## src/hw/usb_ctrl_pkg.sv

```systemverilog
// Package: register map, field positions, reset values and types of the USB control block
package usb_ctrl_pkg;
  // ==========================================================================
  // Register word offsets (byte addresses)
  // ==========================================================================
  localparam logic [3:0] OFS_CONTROL   = 4'h0;  // usb_module_control
  localparam logic [3:0] OFS_SETUP     = 4'h4;  // Pull-up enable, buffering mode
  localparam logic [3:0] OFS_IRQ_STAT  = 4'h8;  // Sticky event bits
  localparam logic [3:0] OFS_IRQ_MASK  = 4'hc;  // Interrupt mask
  // ==========================================================================
  // Control register fields
  // ==========================================================================
  localparam int BIT_SUSPEND  = 1;
  localparam int BIT_RESUME   = 2;
  localparam int BIT_MODULE   = 3;
  localparam int BIT_HOLD     = 4;
  localparam int BIT_SE0      = 5;
  localparam int BIT_PPRESET  = 6;
  // Setup register fields
  localparam int BIT_PULLUP   = 2;
  // Interrupt bits
  localparam int IRQ_SETUP    = 0;  // SETUP token caused hold
  localparam int IRQ_TRANSFER = 1;  // Transfer complete
  localparam int IRQ_SE0      = 2;  // Single-ended zero seen
  localparam int IRQ_W        = 3;
  // ==========================================================================
  // Reset values
  // ==========================================================================
  localparam logic [7:0]       RST_CONTROL = 8'h00;
  localparam logic [2:0]       RST_SETUP   = 3'h0;
  localparam logic [IRQ_W-1:0] RST_IRQ     = 3'h0;
  // Buffering mode code meaning no ping-pong
  localparam logic [1:0]       PP_NONE     = 2'h0;
  // Bus line states driven by the engine
  typedef enum logic [1:0]
  {
    LINE_J   = 2'b00,
    LINE_K   = 2'b01,
    LINE_SE0 = 2'b10
  } line_state_t;
  // Drive to the transceiver
  typedef struct packed
  {
    logic        pullup_on;   // Soft attach
    logic        tx_enable;   // Transceiver output enable
    line_state_t line;        // Forced line state
  } phy_drive_t;
  // Engine-facing control
  typedef struct packed
  {
    logic engine_run;         // Token processing allowed
    logic engine_clk_en;      // Engine clock gate
    logic pingpong_clear;     // Force pointers to even bank
  } engine_ctl_t;
endpackage

```

## src/hw/usb_module_control_register.sv

```systemverilog
// Module: USB module control register with Wishbone slave and interrupt logic
`timescale 1ns/1ps
`default_nettype none
// Contract
// RULE1 - Enable bit 3; enabling clears ping-pong pointers
// RULE2 - Enable switches configured pull-ups: soft attach
// RULE3 - Other control bits ignored while disabled
// RULE4 - Enable refused without active clock
// RULE5 - Firmware waits for PLL lock first
// RULE6 - Bit 5 reads live single-ended zero
// RULE7 - Bit 6 forces pointers to even bank
// RULE8 - Pointer reset ignored without ping-pong mode
// RULE9 - SETUP token sets hold bit 4
// RULE10 - Hold bit clearable only, never settable
// RULE11 - Pending transfer events stay visible during hold
// RULE12 - Resume bit 2 drives resume signalling
// RULE13 - Firmware holds resume ten milliseconds
// RULE14 - Suspend bit 1 gates engine clock
// RULE15 - Suspended device stays attached, outputs idle
// RULE16 - Firmware suspends only after bus idle
// RULE17 - Bits 7 and 0 read zero
// RULE18 - Transfer status valid only with complete flag
// RULE19 - Resume drives K, returns to J
module usb_module_control_register
  import usb_ctrl_pkg::*;
(
  input  wire logic                      clk,
  input  wire logic                      rst_n,
  input  wire logic                      ce,
  // Wishbone classic slave
  input  wire logic                      wb_cyc_i,
  input  wire logic                      wb_stb_i,
  input  wire logic                      wb_we_i,
  input  wire logic [3:0]                wb_adr_i,
  input  wire logic [3:0]                wb_sel_i,
  input  wire logic [31:0]               wb_dat_i,
  output logic      [31:0]               wb_dat_o,
  output logic                           wb_ack_o,
  output logic                           wb_err_o,
  // Engine and bus side
  input  wire logic                      usb_clk_ok,
  input  wire logic                      bus_se0,
  input  wire logic                      setup_token,
  input  wire logic                      transfer_done,
  input  wire logic [7:0]                transfer_status,
  output usb_ctrl_pkg::engine_ctl_t      engine_ctl,
  output usb_ctrl_pkg::phy_drive_t       phy_drive,
  output logic                           module_enabled,
  output logic                           irq
);
  import usb_ctrl_pkg::*;

  // ==========================================================================
  // State
  // ==========================================================================
  typedef struct packed
  {
    logic [1:0]       rst_sync;     // Reset release chain
    logic             en;           // Module enable
    logic             hold;         // Packet processing hold
    logic             resume;       // Resume signalling
    logic             suspend;      // Suspend request
    logic             ppreset;      // Pointer reset request
    logic             se0;          // Sampled single-ended zero
    logic [1:0]       pp_mode;      // Buffering mode
    logic             pullup_cfg;   // Pull-up configured
    logic [IRQ_W-1:0] stat;         // Sticky events
    logic [IRQ_W-1:0] mask;         // Event mask
    logic [7:0]       xfer_stat;    // Latched transfer status
    logic             ack;          // Bus answer
    logic             err;          // Unmapped answer
    logic [31:0]      rdata;        // Read data
    engine_ctl_t      ectl;         // Engine control
    phy_drive_t       phy;          // Transceiver drive
    logic             enabled;      // Enable mirror
    logic             irq;          // Interrupt
  } state_t;

  state_t cur;
  state_t next_s;
  logic   srst_n;

  // Reset released through two flops, shifted in the state register below
  assign srst_n = cur.rst_sync[1];

  // Byte-lane write merge for lane 0
  function automatic logic [7:0] merge8(input logic [7:0] old_v, input logic [7:0] new_v,
                                        input logic sel0);
    merge8 = sel0 ? new_v : old_v;
  endfunction

  // ==========================================================================
  // Next-state logic
  // ==========================================================================
  logic       bus_req;
  logic       wr;
  logic [7:0] wbyte;
  logic [7:0] ctl_rd;
  logic [IRQ_W-1:0] events;

  always_comb
  begin
    next_s  = cur;
    bus_req = wb_cyc_i && wb_stb_i && !cur.ack && !cur.err;
    wr      = bus_req && wb_we_i;
    wbyte   = merge8(8'h00, wb_dat_i[7:0], wb_sel_i[0]);
    // Control readback; bits 7 and 0 tied low
    ctl_rd  = {1'b0, cur.ppreset, cur.se0, cur.hold, cur.en, cur.resume,
               cur.suspend, 1'b0};                                   // RULE17
    next_s.ack   = 1'b0;
    next_s.err   = 1'b0;
    next_s.se0   = bus_se0;                                          // RULE6
    // Bus access, answered one cycle after request
    if (bus_req)
    begin
      next_s.rdata = 32'h0000_0000;
      case (wb_adr_i)
        OFS_CONTROL:  next_s.rdata = {24'h000000, ctl_rd};
        OFS_SETUP:    next_s.rdata = {29'h0, cur.pullup_cfg, cur.pp_mode};
        OFS_IRQ_STAT: next_s.rdata = {21'h0, cur.xfer_stat, cur.stat};   // RULE18
        OFS_IRQ_MASK: next_s.rdata = {29'h0, cur.mask};
        default:      next_s.rdata = 32'h0000_0000;
      endcase
      if (wb_adr_i == OFS_CONTROL || wb_adr_i == OFS_SETUP ||
          wb_adr_i == OFS_IRQ_STAT || wb_adr_i == OFS_IRQ_MASK)
        next_s.ack = 1'b1;
      else
        next_s.err = 1'b1;
    end
    // Control writes
    if (wr && wb_adr_i == OFS_CONTROL && wb_sel_i[0])
    begin
      // Enable only with a live clock
      if (wbyte[BIT_MODULE] && !usb_clk_ok)                          // RULE4
        next_s.en = cur.en;
      else
        next_s.en = wbyte[BIT_MODULE];                               // RULE1
      // Other bits accepted only while enabled
      if (cur.en)                                                    // RULE3
      begin
        next_s.resume  = wbyte[BIT_RESUME];                          // RULE12
        next_s.suspend = wbyte[BIT_SUSPEND];                         // RULE14
        next_s.ppreset = wbyte[BIT_PPRESET];                         // RULE7
        // Hold may only be cleared by software
        if (!wbyte[BIT_HOLD])                                        // RULE10
          next_s.hold = 1'b0;
      end
    end
    if (wr && wb_adr_i == OFS_SETUP && wb_sel_i[0])
    begin
      next_s.pp_mode    = wbyte[1:0];
      next_s.pullup_cfg = wbyte[BIT_PULLUP];
    end
    if (wr && wb_adr_i == OFS_IRQ_MASK && wb_sel_i[0])
      next_s.mask = wbyte[IRQ_W-1:0];
    // Disabled module drops dependent state
    if (!next_s.en)                                                  // RULE3
    begin
      next_s.resume  = 1'b0;
      next_s.suspend = 1'b0;
      next_s.hold    = 1'b0;
      next_s.ppreset = 1'b0;
    end
    // SETUP token sets hold; set wins over a clear
    if (cur.en && setup_token)                                       // RULE9
      next_s.hold = 1'b1;
    // Events: hold does not block transfer reports
    events = {cur.en && bus_se0 && !cur.se0, cur.en && transfer_done,
              cur.en && setup_token};                                // RULE11
    if (cur.en && transfer_done)
      next_s.xfer_stat = transfer_status;
    // Write-one-to-clear, set wins
    next_s.stat = cur.stat;
    if (wr && wb_adr_i == OFS_IRQ_STAT && wb_sel_i[0])
      next_s.stat = cur.stat & ~wbyte[IRQ_W-1:0];
    next_s.stat = next_s.stat | events;
    // Engine and transceiver drive
    next_s.ectl.engine_run    = next_s.en && !next_s.hold && !next_s.suspend;
    next_s.ectl.engine_clk_en = next_s.en && !next_s.suspend;        // RULE14
    // Pointers cleared on enable edge or reset request in ping-pong mode
    next_s.ectl.pingpong_clear = (next_s.en && !cur.en) ||           // RULE1
                                 (next_s.ppreset && cur.pp_mode != PP_NONE); // RULE8
    next_s.phy.pullup_on = next_s.en && cur.pullup_cfg;              // RULE2 RULE15
    // Resume drives K; otherwise idle J
    next_s.phy.tx_enable = next_s.en && next_s.resume;               // RULE19
    next_s.phy.line      = (next_s.en && next_s.resume) ? LINE_K : LINE_J; // RULE15
    next_s.enabled       = next_s.en;
    next_s.irq           = |(next_s.stat & cur.mask);
  end

  // ==========================================================================
  // State register
  // ==========================================================================
  always_ff @(posedge clk or negedge rst_n)
  begin
    if (!rst_n)
    begin
      cur.rst_sync   <= 2'b00;
      cur.en         <= RST_CONTROL[BIT_MODULE];
      cur.hold       <= RST_CONTROL[BIT_HOLD];
      cur.resume     <= RST_CONTROL[BIT_RESUME];
      cur.suspend    <= RST_CONTROL[BIT_SUSPEND];
      cur.ppreset    <= RST_CONTROL[BIT_PPRESET];
      cur.se0        <= 1'b0;
      {cur.pullup_cfg, cur.pp_mode} <= RST_SETUP;
      cur.stat       <= RST_IRQ;
      cur.mask       <= RST_IRQ;
      cur.xfer_stat  <= 8'h00;
      cur.ack        <= 1'b0;
      cur.err        <= 1'b0;
      cur.rdata      <= 32'h0000_0000;
      cur.ectl       <= '0;
      cur.phy        <= '0;
      cur.enabled    <= 1'b0;
      cur.irq        <= 1'b0;
    end
    else
    begin
      // Release chain runs regardless of the clock enable
      cur.rst_sync <= {cur.rst_sync[0], 1'b1};
      if (!srst_n)
      begin
        cur.en      <= 1'b0;
        cur.ack     <= 1'b0;
        cur.err     <= 1'b0;
      end
      else if (ce)
      begin
      cur.en         <= next_s.en;
      cur.hold       <= next_s.hold;
      cur.resume     <= next_s.resume;
      cur.suspend    <= next_s.suspend;
      cur.ppreset    <= next_s.ppreset;
      cur.se0        <= next_s.se0;
      cur.pp_mode    <= next_s.pp_mode;
      cur.pullup_cfg <= next_s.pullup_cfg;
      cur.stat       <= next_s.stat;
      cur.mask       <= next_s.mask;
      cur.xfer_stat  <= next_s.xfer_stat;
      cur.ack        <= next_s.ack;
      cur.err        <= next_s.err;
      cur.rdata      <= next_s.rdata;
      cur.ectl       <= next_s.ectl;
      cur.phy        <= next_s.phy;
      cur.enabled    <= next_s.enabled;
      cur.irq        <= next_s.irq;
      end
    end
  end

  // Outputs straight from flops
  assign wb_dat_o       = cur.rdata;
  assign wb_ack_o       = cur.ack;
  assign wb_err_o       = cur.err;
  assign engine_ctl     = cur.ectl;
  assign phy_drive      = cur.phy;
  assign module_enabled = cur.enabled;
  assign irq            = cur.irq;
endmodule
`default_nettype wire

```

## config.mk

```make
export PLATFORM = sky130hd
export DESIGN_NAME = usb_module_control_register
export DESIGN_NICKNAME = d
export VERILOG_FILES = /design/src/hw/usb_ctrl_pkg.sv /design/src/hw/usb_module_control_register.sv
export SDC_FILE = /design/constraint.sdc
export NUM_CORES = 1
export LEC_CHECK = 0
export BUFFER_PORTS_ARGS = -buffer_cell sky130_fd_sc_hd__buf_2
export CAP_MARGIN = 20
export CORE_MARGIN = 3
export CORE_UTILIZATION = 37
export CTS_CLUSTER_DIAMETER = 150
export DETAILED_ROUTE_END_ITERATION = 12
export PLACE_DENSITY = 0.71
export REMOVE_ABC_BUFFERS = 1
export SLEW_MARGIN = 10
export SYNTH_ARGS = -nofsm -noshare
export SYNTH_HDL_FRONTEND = slang
export SYNTH_SLANG_ARGS = --single-unit
```

## constraint.sdc

```tcl
create_clock -name clk -period 4 [get_ports clk]
set_clock_uncertainty 0.2 [all_clocks]
set_input_delay 0.6 -clock clk [delete_from_list [all_inputs] [get_ports clk]]
set_output_delay 0.6 -clock clk [all_outputs]
set_load 0.01 [all_outputs]
```

==> results of run 1 <==
-- cell type report --
| type | instances | area, µm² |
|---|---|---|
| inverters | 2 | 7.51 |
| well taps | 75 | 93.8 |
| repair buffers | 50 | 253 |
| multi-input cells | 162 | 987 |
| clock buffers | 6 | 82.6 |
| flip-flops and latches | 44 | 1100 |
| fillers | 615 | 3490 |
| clock inverters | 2 | 10.0 |
-- worst max-delay path, delay by kind of cell --
family                 cells  cell delay (ns)
AOI/OAI and AO/OA          3             0.58
buffers and inverters      1             0.18
and+or+nand+nor            2             0.86
-- kinds of logic after synthesis --
| logic type | count (synthesis) | share of synthesized area (%) |
|---|---|---|
| other | 2 | 0.319 |
| buffers and inverters | 49 | 14.7 |
| and+or+nand+nor | 77 | 17.3 |
| muxes | 15 | 7.97 |
| AOI/OAI and AO/OA | 47 | 13.0 |
| DFF | 44 | 46.7 |
-- state kept, by name (all words and copies together) (netlist names) --
signal and cells:
wb_err_o 1, phy_drive 2, engine_ctl 3, wb_ack_o 1, wb_dat_o 11, module_enabled 1, cur 19, irq 1
ctl_rd 5
-- routing by layer --
layer | wire length (µm) | up-vias
met2 | 2340 | 46
li1 | - | 813
met3 | 319 | 6
met5 | 0 | -
met4 | 61 | 0
met1 | 2110 | 787
-- metrics by stage --
stage                     instances  setup WS [ns]  util, %  power, mW
after CTS                       341           1.78     42.1      0.827
after global routing            341           1.66     42.1      0.858
after global placement          333           1.48     40.5      0.540
final                           341           1.76     42.1      0.820
after detailed placement        333           1.46     40.5      0.542
after floorplan                 208           1.33        -      0.500
-- cells in the final DEF (no fill, tap or decap), types with 2 or more instances in the layout --
| cell type | Yosys | final |
|---|---|---|
| nor2_1 | 4 | 4 |
| clkbuf_8 | 0 | 6 |
| nand4_1 | 3 | 3 |
| buf_2 | 1 | 49 |
| a22o_1 | 2 | 2 |
| mux2_2 | 9 | 9 |
| and2_1 | 4 | 4 |
| a21oi_1 | 2 | 2 |
| nor2b_1 | 2 | 2 |
| mux2i_1 | 3 | 3 |
| nand2_1 | 47 | 47 |
| nand3_1 | 5 | 5 |
| conb_1 | 2 | 23 |
| inv_1 | 2 | 2 |
| o31ai_1 | 3 | 3 |
| o21ai_0 | 20 | 20 |
| clkinv_2 | 0 | 2 |
| mux4_2 | 2 | 2 |
| nand3_2 | 2 | 2 |
| o211ai_1 | 3 | 3 |
| dfrtp_1 | 44 | 44 |
| nor3_1 | 2 | 2 |
| o21ai_1 | 6 | 6 |
| a22oi_1 | 4 | 4 |
-- report_power, final --
group | switching [mW] | internal, mW
Sequential | 0.00523 | 0.452
Clock | 0.150 | 0.138
Combinational | 0.0511 | 0.0235
Total | 0.206 | 0.614
-- path summary, 6_finish.rpt --
kind	start	endpoint	cells after the start
setup / recovery	wb_adr_i[2]	irq$_DFFE_PN0P_	6
hold / removal	cur[66]$_DFF_PN0_	cur[67]$_DFF_PN0_	0
setup reg to reg	cur[67]$_DFF_PN0_	cur[50]$_DFFE_PN0P_	3
hold reg to reg	cur[66]$_DFF_PN0_	cur[67]$_DFF_PN0_	0
max in group asynchronous	rst_n	cur[52]$_DFFE_PN0P_	1
min in group asynchronous	rst_n	cur[49]$_DFFE_PN0P_	1
==> out/metrics.yaml, run 1 <==
floorplanning:
  start_util_pct: 39.1
  dieHeight_um: 85.8
  die-width_um: 85.8
  io_pins: 101
  core-area_mm2: 0.00603
  die_area_mm2: 0.00736
  core.rowCount: 28
setup_path:
  cp.arrival_ns: 2.22
  critical_path.cell_chain: "buf_2 > nor4b_4 > nand3_2 > o2111ai_2 > o211ai_1 > a211o_1"
  worst-r2r-setup-slack_ns: 1.87
  critical_path_peak_fanout: 10
  setup.worst_path.start_class: "primary input"
  setup.worst_path.end_class: "flip-flop"
  cp_data_required_time_ns: 3.98
  cp_slowest_cell: "nor4b_4"
  timing.setup.critical_path_class: "primary input to flip-flop"
  slowest_delay_ns: 0.66
timing:
  timing.final.crit_share_pct: 55.9
  timing.final.crit_period_ns: 2.24
  timing.setup.tns_ns: 0
  finalMaxSlewViolations: 0
  setup_violations: 0
  worst-slew-pin-transition_ns: 0.948
  fin_worst_hold_slack_ns: 0.156
  maxSlewHeadroom_pct: 36.8
  grt_setup_unrepaired: "no"
  number_of_hold_violations_in_the_final_report: 0
  timing.fmax_mhz: 447
yosys:
  post_synth_main_area_contributors: "dfrtp_1 47%, buf_4 12%, nand2_1 7.5%"
  yosys_most_used_dff: "dfrtp_1"
  edff_count_synth: 0
  async_reset_ff_share_pct: 100
  synth_warnings: 0
  syn_inst: 234
  synth_area_per_cell_um2: 10.1
  share_of_the_synthesized_area_in_the_top_cell_type_pct: 46.7
  synth_common_cells: "47 x nand2_1, 44 x dfrtp_1, 39 x buf_4, 20 x o21ai_0, 9 x mux2_2"
  synthDominantAreaCellType: "dfrtp_1"
  seq_area_frac_synth_pct: 46.7
  synthMostInstantiatedCell: "nand2_1"
  syn_area_mm2: 0.00236
  postSynthRegisterBits: 44
  number_of_distinct_library_cells_after_synthesis: 42
run_status:
  outcome: "finished clean"
drt:
  totalWireLength_um: 4820
  vias: 1652
  postRouteAntennaNets: 0
  drc: 0
  detail_route.first_pass.iterations: 4
  via_per_inst: 4.84
  detailedRoute.firstIterationViolations: 131
  wl_per_cell_um: 14.1
grt:
  m2_gr_usage_pct: 22.3
  grt_pass1_wl_um: 8060
  grt_max_degree: 45
  antenna_found_initial: 0
  gr-max-usage-layer: "met2"
  grt_pass1_vias: 1667
  grt_util_met1_pct: 17.6
  met3_layer_usage_reported_by_global_route_pct: 4.23
  globalRouteTotalUtil_pct: 13.7
  overflow: 0
layout:
  num_antenna_cells: 0
  area.growth.synth_to_final_pct: 7.59
  design.final.nets: 323
  final_layout_size_suffix_gt1_share_pct: 29.3
  final_design_area_no_fill_mm2: 0.00253
clock_network:
  cts_buffer_depth: 2
  path_clk_slew_ns: 0.08
  htree_levels: 2
  worstSkewPairLatency_ns: 0.30
  cts_inserted_buffers: 5
  cts-root-buf: "clkbuf_8"
  cts_tree: "built"
  postCtsHoldBufs: 0
  clkSinkCount: 44
  post_cts.repair.setup_buffers: 0
  post_cts_resize_count: 0
hold_path:
  worst_hold_path_type: "flip-flop to flip-flop"
place:
  post_dp_cell_area_mm2: 0.00244
  routabilityCongestion: 0.833
  buffer_ports.inserted: 49
  hpwlAfterDp_um: 3630
pwr:
  power.ir.vdd_worst_mv: 0.141
  power.static_leakage_nw: 1.28
  cellPowerDensity_mw_per_mm2: 324
run:
  drv_cap: 0
Power figures use the tool's default switching activity.
==> inputs of run 2 (changes only) <==
PLACE_DENSITY = 0.73   (was 0.71)
clock period = 2 ns   (was 4 ns; I/O delays follow)
==> out/metrics.yaml, run 2 (synthesis results as in run 1) <==
run_status:
  outcome: "finished clean"  # unchanged
layout:
  largest-register: "cur"  # unchanged
  final_common_cell: "buf_2"  # unchanged
  mostFrequentLayoutCells: "49 x buf_2, 47 x nand2_1, 44 x dfrtp_1"  # unchanged
  final_design_area_no_fill_mm2: 0.00269  # was 0.00253 mm²
  final_layout_size_suffix_gt1_share_pct: 33.8  # was 29.3%
  num_antenna_cells: 0  # unchanged
  fin_cells: 356  # was 341
  final.fill_count: 590  # was 615
  area.growth.synth_to_final_pct: 14.3  # was 7.59%
  design.final.nets: 338  # was 323
  max_reg_flops: 19  # unchanged
drt:
  detailedRoute.firstIterationViolations: 100  # was 131
  wl_per_cell_um: 14.5  # was 14.1 µm
  vias: 1743  # was 1,652
  detail_route.first_pass.iterations: 4  # unchanged
  via_per_inst: 4.90  # was 4.84
  totalWireLength_um: 5170  # was 4820 µm
  postRouteAntennaNets: 0  # unchanged
  drc: 0  # unchanged
hold_path:
  worst_hold_path_type: "primary input to flip-flop"  # was flip-flop to flip-flop
  hold_path_startpoint: "bus_se0"  # was cur[66]$_DFF_PN0_
setup_path:
  setup.worst_path.start_class: "flip-flop"  # was primary input
  cp_slowest_cell: "dfrtp_1"  # was nor4b_4
  cp.arrival_ns: 1.95  # was 2.22 ns
  cp_data_required_time_ns: 1.98  # was 3.98 ns
  setup.worst_path.start: "wb_ack_o$_DFFE_PN0P_"  # was wb_adr_i[2]
  path_delay_family: "simple AND/OR/NAND/NOR gates"  # unchanged
  timing.rr.start: "wb_ack_o$_DFFE_PN0P_"  # was cur[67]$_DFF_PN0_
  timing.setup.critical_path_class: "flip-flop to flip-flop"  # was primary input to flip-flop
  slowest_delay_ns: 0.41  # was 0.66 ns
  critPathBufInv: 1  # unchanged
  critical_path.cell_chain: "nor4bb_4 > buf_6 > and2_1 > and4b_1 > mux2_4"  # was buf_2 > nor4b_4 > nand3_2 > o2111ai_2 > o211ai_1 > a211o_1
  critical_path_peak_fanout: 5  # was 10
  setup.worst_path.end_class: "flip-flop"  # unchanged
place:
  placed_cells: 344  # was 333
  buffer_ports.inserted: 49  # unchanged
  hpwlAfterDp_um: 3800  # was 3630 µm
  post_dp_cell_area_mm2: 0.00252  # was 0.00244 mm²
  pre_cts_ws_ns: 0.0269  # was 1.46 ns
  routabilityCongestion: 0.840  # was 0.833
floorplanning:
  core-area_mm2: 0.00603  # unchanged
  io_pins: 101  # unchanged
  start_util_pct: 39.1  # unchanged
  core.rowCount: 28  # unchanged
  dieHeight_um: 85.8  # unchanged
  die-width_um: 85.8  # unchanged
  die_area_mm2: 0.00736  # unchanged
clock_network:
  cts-root-buf: "clkbuf_8"  # unchanged
  cts_buffer_depth: 2  # unchanged
  cts_inserted_buffers: 5  # unchanged
  clkSinkCount: 44  # unchanged
  cts_tree: "built"  # unchanged
  worstSkewPairLatency_ns: 0.29  # was 0.30 ns
  htree_levels: 2  # unchanged
  path_clk_slew_ns: 0.08  # about the same
grt:
  overflow: 0  # unchanged
  antenna_found_initial: 0  # unchanged
  grt_max_degree: 45  # unchanged
  grt_pass1_wl_um: 8480  # was 8060 µm
  globalRouteTotalUtil_pct: 14.7  # was 13.7%
  grt_pass1_vias: 1717  # was 1,667
pwr:
  power.static_leakage_nw: 1.35  # was 1.28 nW
  power.ir.vdd_worst_mv: 0.360  # was 0.141 mV
  total_power_mw: 1.66  # was 0.820 mW
  cellPowerDensity_mw_per_mm2: 618  # was 324 mW/mm²
timing:
  timing.final.crit_share_pct: 98.8
  worst-slew-pin-transition_ns: 0.557  # was 0.948 ns
  finalMaxSlewViolations: 0  # unchanged
  number_of_hold_violations_in_the_final_report: 0  # unchanged
  final_critical_path_setup_slack_ns: 0.0243  # was 1.76 ns
  setup_violations: 0  # unchanged
  grt_setup_unrepaired: "yes"  # was no
  maxSlewHeadroom_pct: 62.9  # was 36.8%
  timing.fmax_mhz: 506
  fin_worst_hold_slack_ns: 0.0186  # was 0.156 ns
  timing.final.crit_period_ns: 1.98
run:
  drv_cap: 0  # unchanged
==> run 2: timing repair <==
item | in CTS | in global routing
hold buffers | 1 | 0
pin swaps | 1 | 2
gates resized for setup | 3 | 6
endpoints found under the hold margin | 44 | 0
setup buffers | 1 | 1
endpoints found under the setup margin | 2 | 12
cloned | 1 | 0
==> run 2: worst paths after layout <==
check	endpoint	slack (ns)	depth (start not counted)
max in group asynchronous	wb_dat_o[2]$_DFFE_PN0P_	0.80	3
hold reg to reg	cur[67]$_DFF_PN0_	0.15	0
min in group asynchronous	module_enabled$_DFFE_PN0P_	0.41	3
setup reg to reg	cur[59]$_DFFE_PN0P_	0.02	5
setup / recovery	cur[59]$_DFFE_PN0P_	0.02	5
hold / removal	ctl_rd[5]$_DFFE_PN0P_	0.02	3
==> run 2: where the power goes <==
group / total [mW] / internal, mW / switching, mW
registers: 0.917 / 0.905 / 0.0122
clock network: 0.573 / 0.281 / 0.292
logic: 0.175 / 0.0647 / 0.110
==> run 2: layout make-up <==
cell class	instances	area (µm²)	area share, %
Sequential cell	44	1100	40.9
Clock inverter	1	7.51	0.279
Timing Repair Buffer	65	375	13.9
Inverter	2	7.51	0.279
Tap cell	75	93.8	3.48
Multi-Input combinational cell	162	1020	37.9
Clock buffer	7	86.3	3.20
==> run 2: worst register-to-register path, delay by kind of cell (launching register included) <==
family | cells | cell delay [ns]
buffers and inverters | 1 | 0.18
AND/OR/NAND/NOR | 3 | 0.77
flip-flops | 1 | 0.41
multiplexers | 1 | 0.32
==> run 2: metrics by stage <==
step | util [%] | setup TNS (ns)
final | 44.7 | 0
after floorplan | - | -11.94
after CTS | 44.2 | 0
after global placement | 41.9 | 0
after detailed placement | 41.9 | 0
after global routing | 44.7 | -0.148
==> run 2: layer usage <==
layer / wire, µm / up-vias / GRT usage, %
met5: 0 / - / 0
met1: 2280 / 825 / 19.5
li1: - / 839 / -
met3: 348 / 10 / 4.13
met2: 2410 / 69 / 22.8
met4: 126 / 0 / 5.90
==> inputs of run 3 (changes only) <==
PLACE_DENSITY = 0.67   (was 0.73)
==> out/metrics.yaml, run 3 (synthesis results as in run 1) <==
place:
  routabilityCongestion: 0.827  # was 0.840
  post_dp_cell_area_mm2: 0.00254  # was 0.00252 mm²
  pre_cts_ws_ns: 0.0432  # was 0.0269 ns
  buffer_ports.inserted: 49  # unchanged
  hpwlAfterDp_um: 3940  # was 3800 µm
  placed_cells: 346  # was 344
drt:
  postRouteAntennaNets: 0  # unchanged
  drc: 0  # unchanged
  met3_length_um: 360  # was 348 µm
  top_layer_used: "met4"  # unchanged
  via_per_inst: 4.89  # was 4.90
  totalWireLength_um: 5140  # was 5170 µm
  detailedRoute.firstIterationViolations: 101  # was 100
  vias: 1745  # was 1,743
  wl_per_cell_um: 14.4  # was 14.5 µm
  detail_route.first_pass.iterations: 4  # unchanged
  detailroute.wirelength.met2_um: 2270  # was 2410 µm
  m1WireLength_um: 2460  # was 2280 µm
timing:
  setup_violations: 0  # unchanged
  final_critical_path_setup_slack_ns: 0.0234  # was 0.0243 ns
  maxSlewHeadroom_pct: 59.3  # was 62.9%
  fin_worst_hold_slack_ns: 0.0188  # was 0.0186 ns
  timing.setup.tns_ns: 0  # unchanged
  number_of_hold_violations_in_the_final_report: 0  # unchanged
  grt_setup_unrepaired: "yes"  # unchanged
  timing.final.crit_period_ns: 1.98  # about the same
  timing.final.crit_share_pct: 98.8  # about the same
  finalMaxSlewViolations: 0  # unchanged
  worst-slew-pin-transition_ns: 0.611  # was 0.557 ns
  timing.fmax_mhz: 506  # about the same
grt:
  grt_max_degree: 29  # was 45
  antenna_found_initial: 0  # unchanged
  globalRouteTotalUtil_pct: 13.9  # was 14.7%
  grt_pass1_vias: 1621  # was 1,717
  overflow: 0  # unchanged
  grt_pass1_wl_um: 7960  # was 8480 µm
setup_path:
  critical_path_peak_fanout: 5  # unchanged
  critPathBufInv: 1  # unchanged
  slowest_delay_ns: 0.43  # was 0.41 ns
  critical_path.cell_chain: "nor4bb_4 > buf_6 > and2_4 > and4b_1 > mux2_4"  # was nor4bb_4 > buf_6 > and2_1 > and4b_1 > mux2_4
  setup.worst_path.start_class: "flip-flop"  # unchanged
  cp_slowest_cell: "dfrtp_1"  # unchanged
  worst-r2r-setup-slack_ns: 0.02  # about the same
  cp_data_required_time_ns: 1.98  # about the same
  setup.worst_path.end_class: "flip-flop"  # unchanged
  path_delay_family: "simple AND/OR/NAND/NOR gates"  # unchanged
  timing.setup.critical_path_class: "flip-flop to flip-flop"  # unchanged
  cp.arrival_ns: 1.96  # was 1.95 ns
floorplanning:
  start_util_pct: 39.1  # unchanged
  die_area_mm2: 0.00736  # unchanged
  io_pins: 101  # unchanged
  core-area_mm2: 0.00603  # unchanged
  dieHeight_um: 85.8  # unchanged
  core.rowCount: 28  # unchanged
  die-width_um: 85.8  # unchanged
layout:
  final_layout_size_suffix_gt1_share_pct: 34.0  # was 33.8%
  final_common_cell: "buf_2"  # unchanged
  design.final.nets: 339  # was 338
  area.growth.synth_to_final_pct: 15.0  # was 14.3%
  largest-register: "cur"  # unchanged
  utilization_pct: 45.0  # was 44.7%
  num_antenna_cells: 0  # unchanged
  fin_cells: 357  # was 356
  max_reg_flops: 19  # unchanged
  mostFrequentLayoutCells: "50 x buf_2, 47 x nand2_1, 44 x dfrtp_1"  # was 49 x buf_2, 47 x nand2_1, 44 x dfrtp_1
  final_design_area_no_fill_mm2: 0.00271  # was 0.00269 mm²
pwr:
  power.ir.vdd_worst_mv: 0.283  # was 0.360 mV
  power.static_leakage_nw: 1.35  # about the same
  cellPowerDensity_mw_per_mm2: 615  # was 618 mW/mm²
  total_power_mw: 1.67  # was 1.66 mW
clock_network:
  path_clk_slew_ns: 0.08  # about the same
  cts-root-buf: "clkbuf_8"  # unchanged
  cts_inserted_buffers: 5  # unchanged
  clkSinkCount: 44  # unchanged
  cts_buffer_depth: 2  # unchanged
  worstSkewPairLatency_ns: 0.29  # about the same
  htree_levels: 2  # unchanged
  cts_tree: "built"  # unchanged
run:
  drv_cap: 0  # unchanged
run_status:
  outcome: "finished clean"  # unchanged
hold_path:
  worst_hold_path_type: "primary input to flip-flop"  # unchanged
run 3: final timing paths:
path / endpoint / cells after the start / startpoint
max reg2reg: cur[59]$_DFFE_PN0P_ / 5 / wb_err_o$_DFFE_PN0P_
max: cur[59]$_DFFE_PN0P_ / 5 / wb_err_o$_DFFE_PN0P_
min in group asynchronous: wb_dat_o[4]$_DFFE_PN0P_ / 2 / rst_n
max in group asynchronous: cur[59]$_DFFE_PN0P_ / 3 / rst_n
min reg2reg: cur[67]$_DFF_PN0_ / 0 / cur[66]$_DFF_PN0_
min: ctl_rd[5]$_DFFE_PN0P_ / 3 / bus_se0
run 3: cell type report:
type	instances	area (µm²)
Fill cell	606	3320
Tap cell	75	93.8
Multi-Input combinational cell	162	1040
Clock inverter	1	7.51
Timing Repair Buffer	66	377
Sequential cell	44	1100
Inverter	2	7.51
Clock buffer	7	86.3
run 3: tightest hold or removal path: stages:
cell and delay, ns:
buf_2 0.09, nand2_1 0.04, nand2_1 0.04
run 3: power by group:
| group | switching [mW] | internal [mW] |
|---|---|---|
| logic | 0.112 | 0.0644 |
| clock network | 0.292 | 0.281 |
| registers | 0.0122 | 0.905 |
| total | 0.417 | 1.25 |
run 3: per-layer routing:
layer | track usage, % | vias up
li1 | - | 845
met1 | 19.6 | 825
met4 | 4.32 | 0
met5 | 0 | -
met3 | 4.03 | 6
met2 | 20.7 | 69
run 3: timing repair:
action	in CTS	in global routing
gates resized for setup	0	11
hold buffers	1	0
setup endpoints to repair	0	10
setup buffers	0	1
hold endpoints to repair	26	0
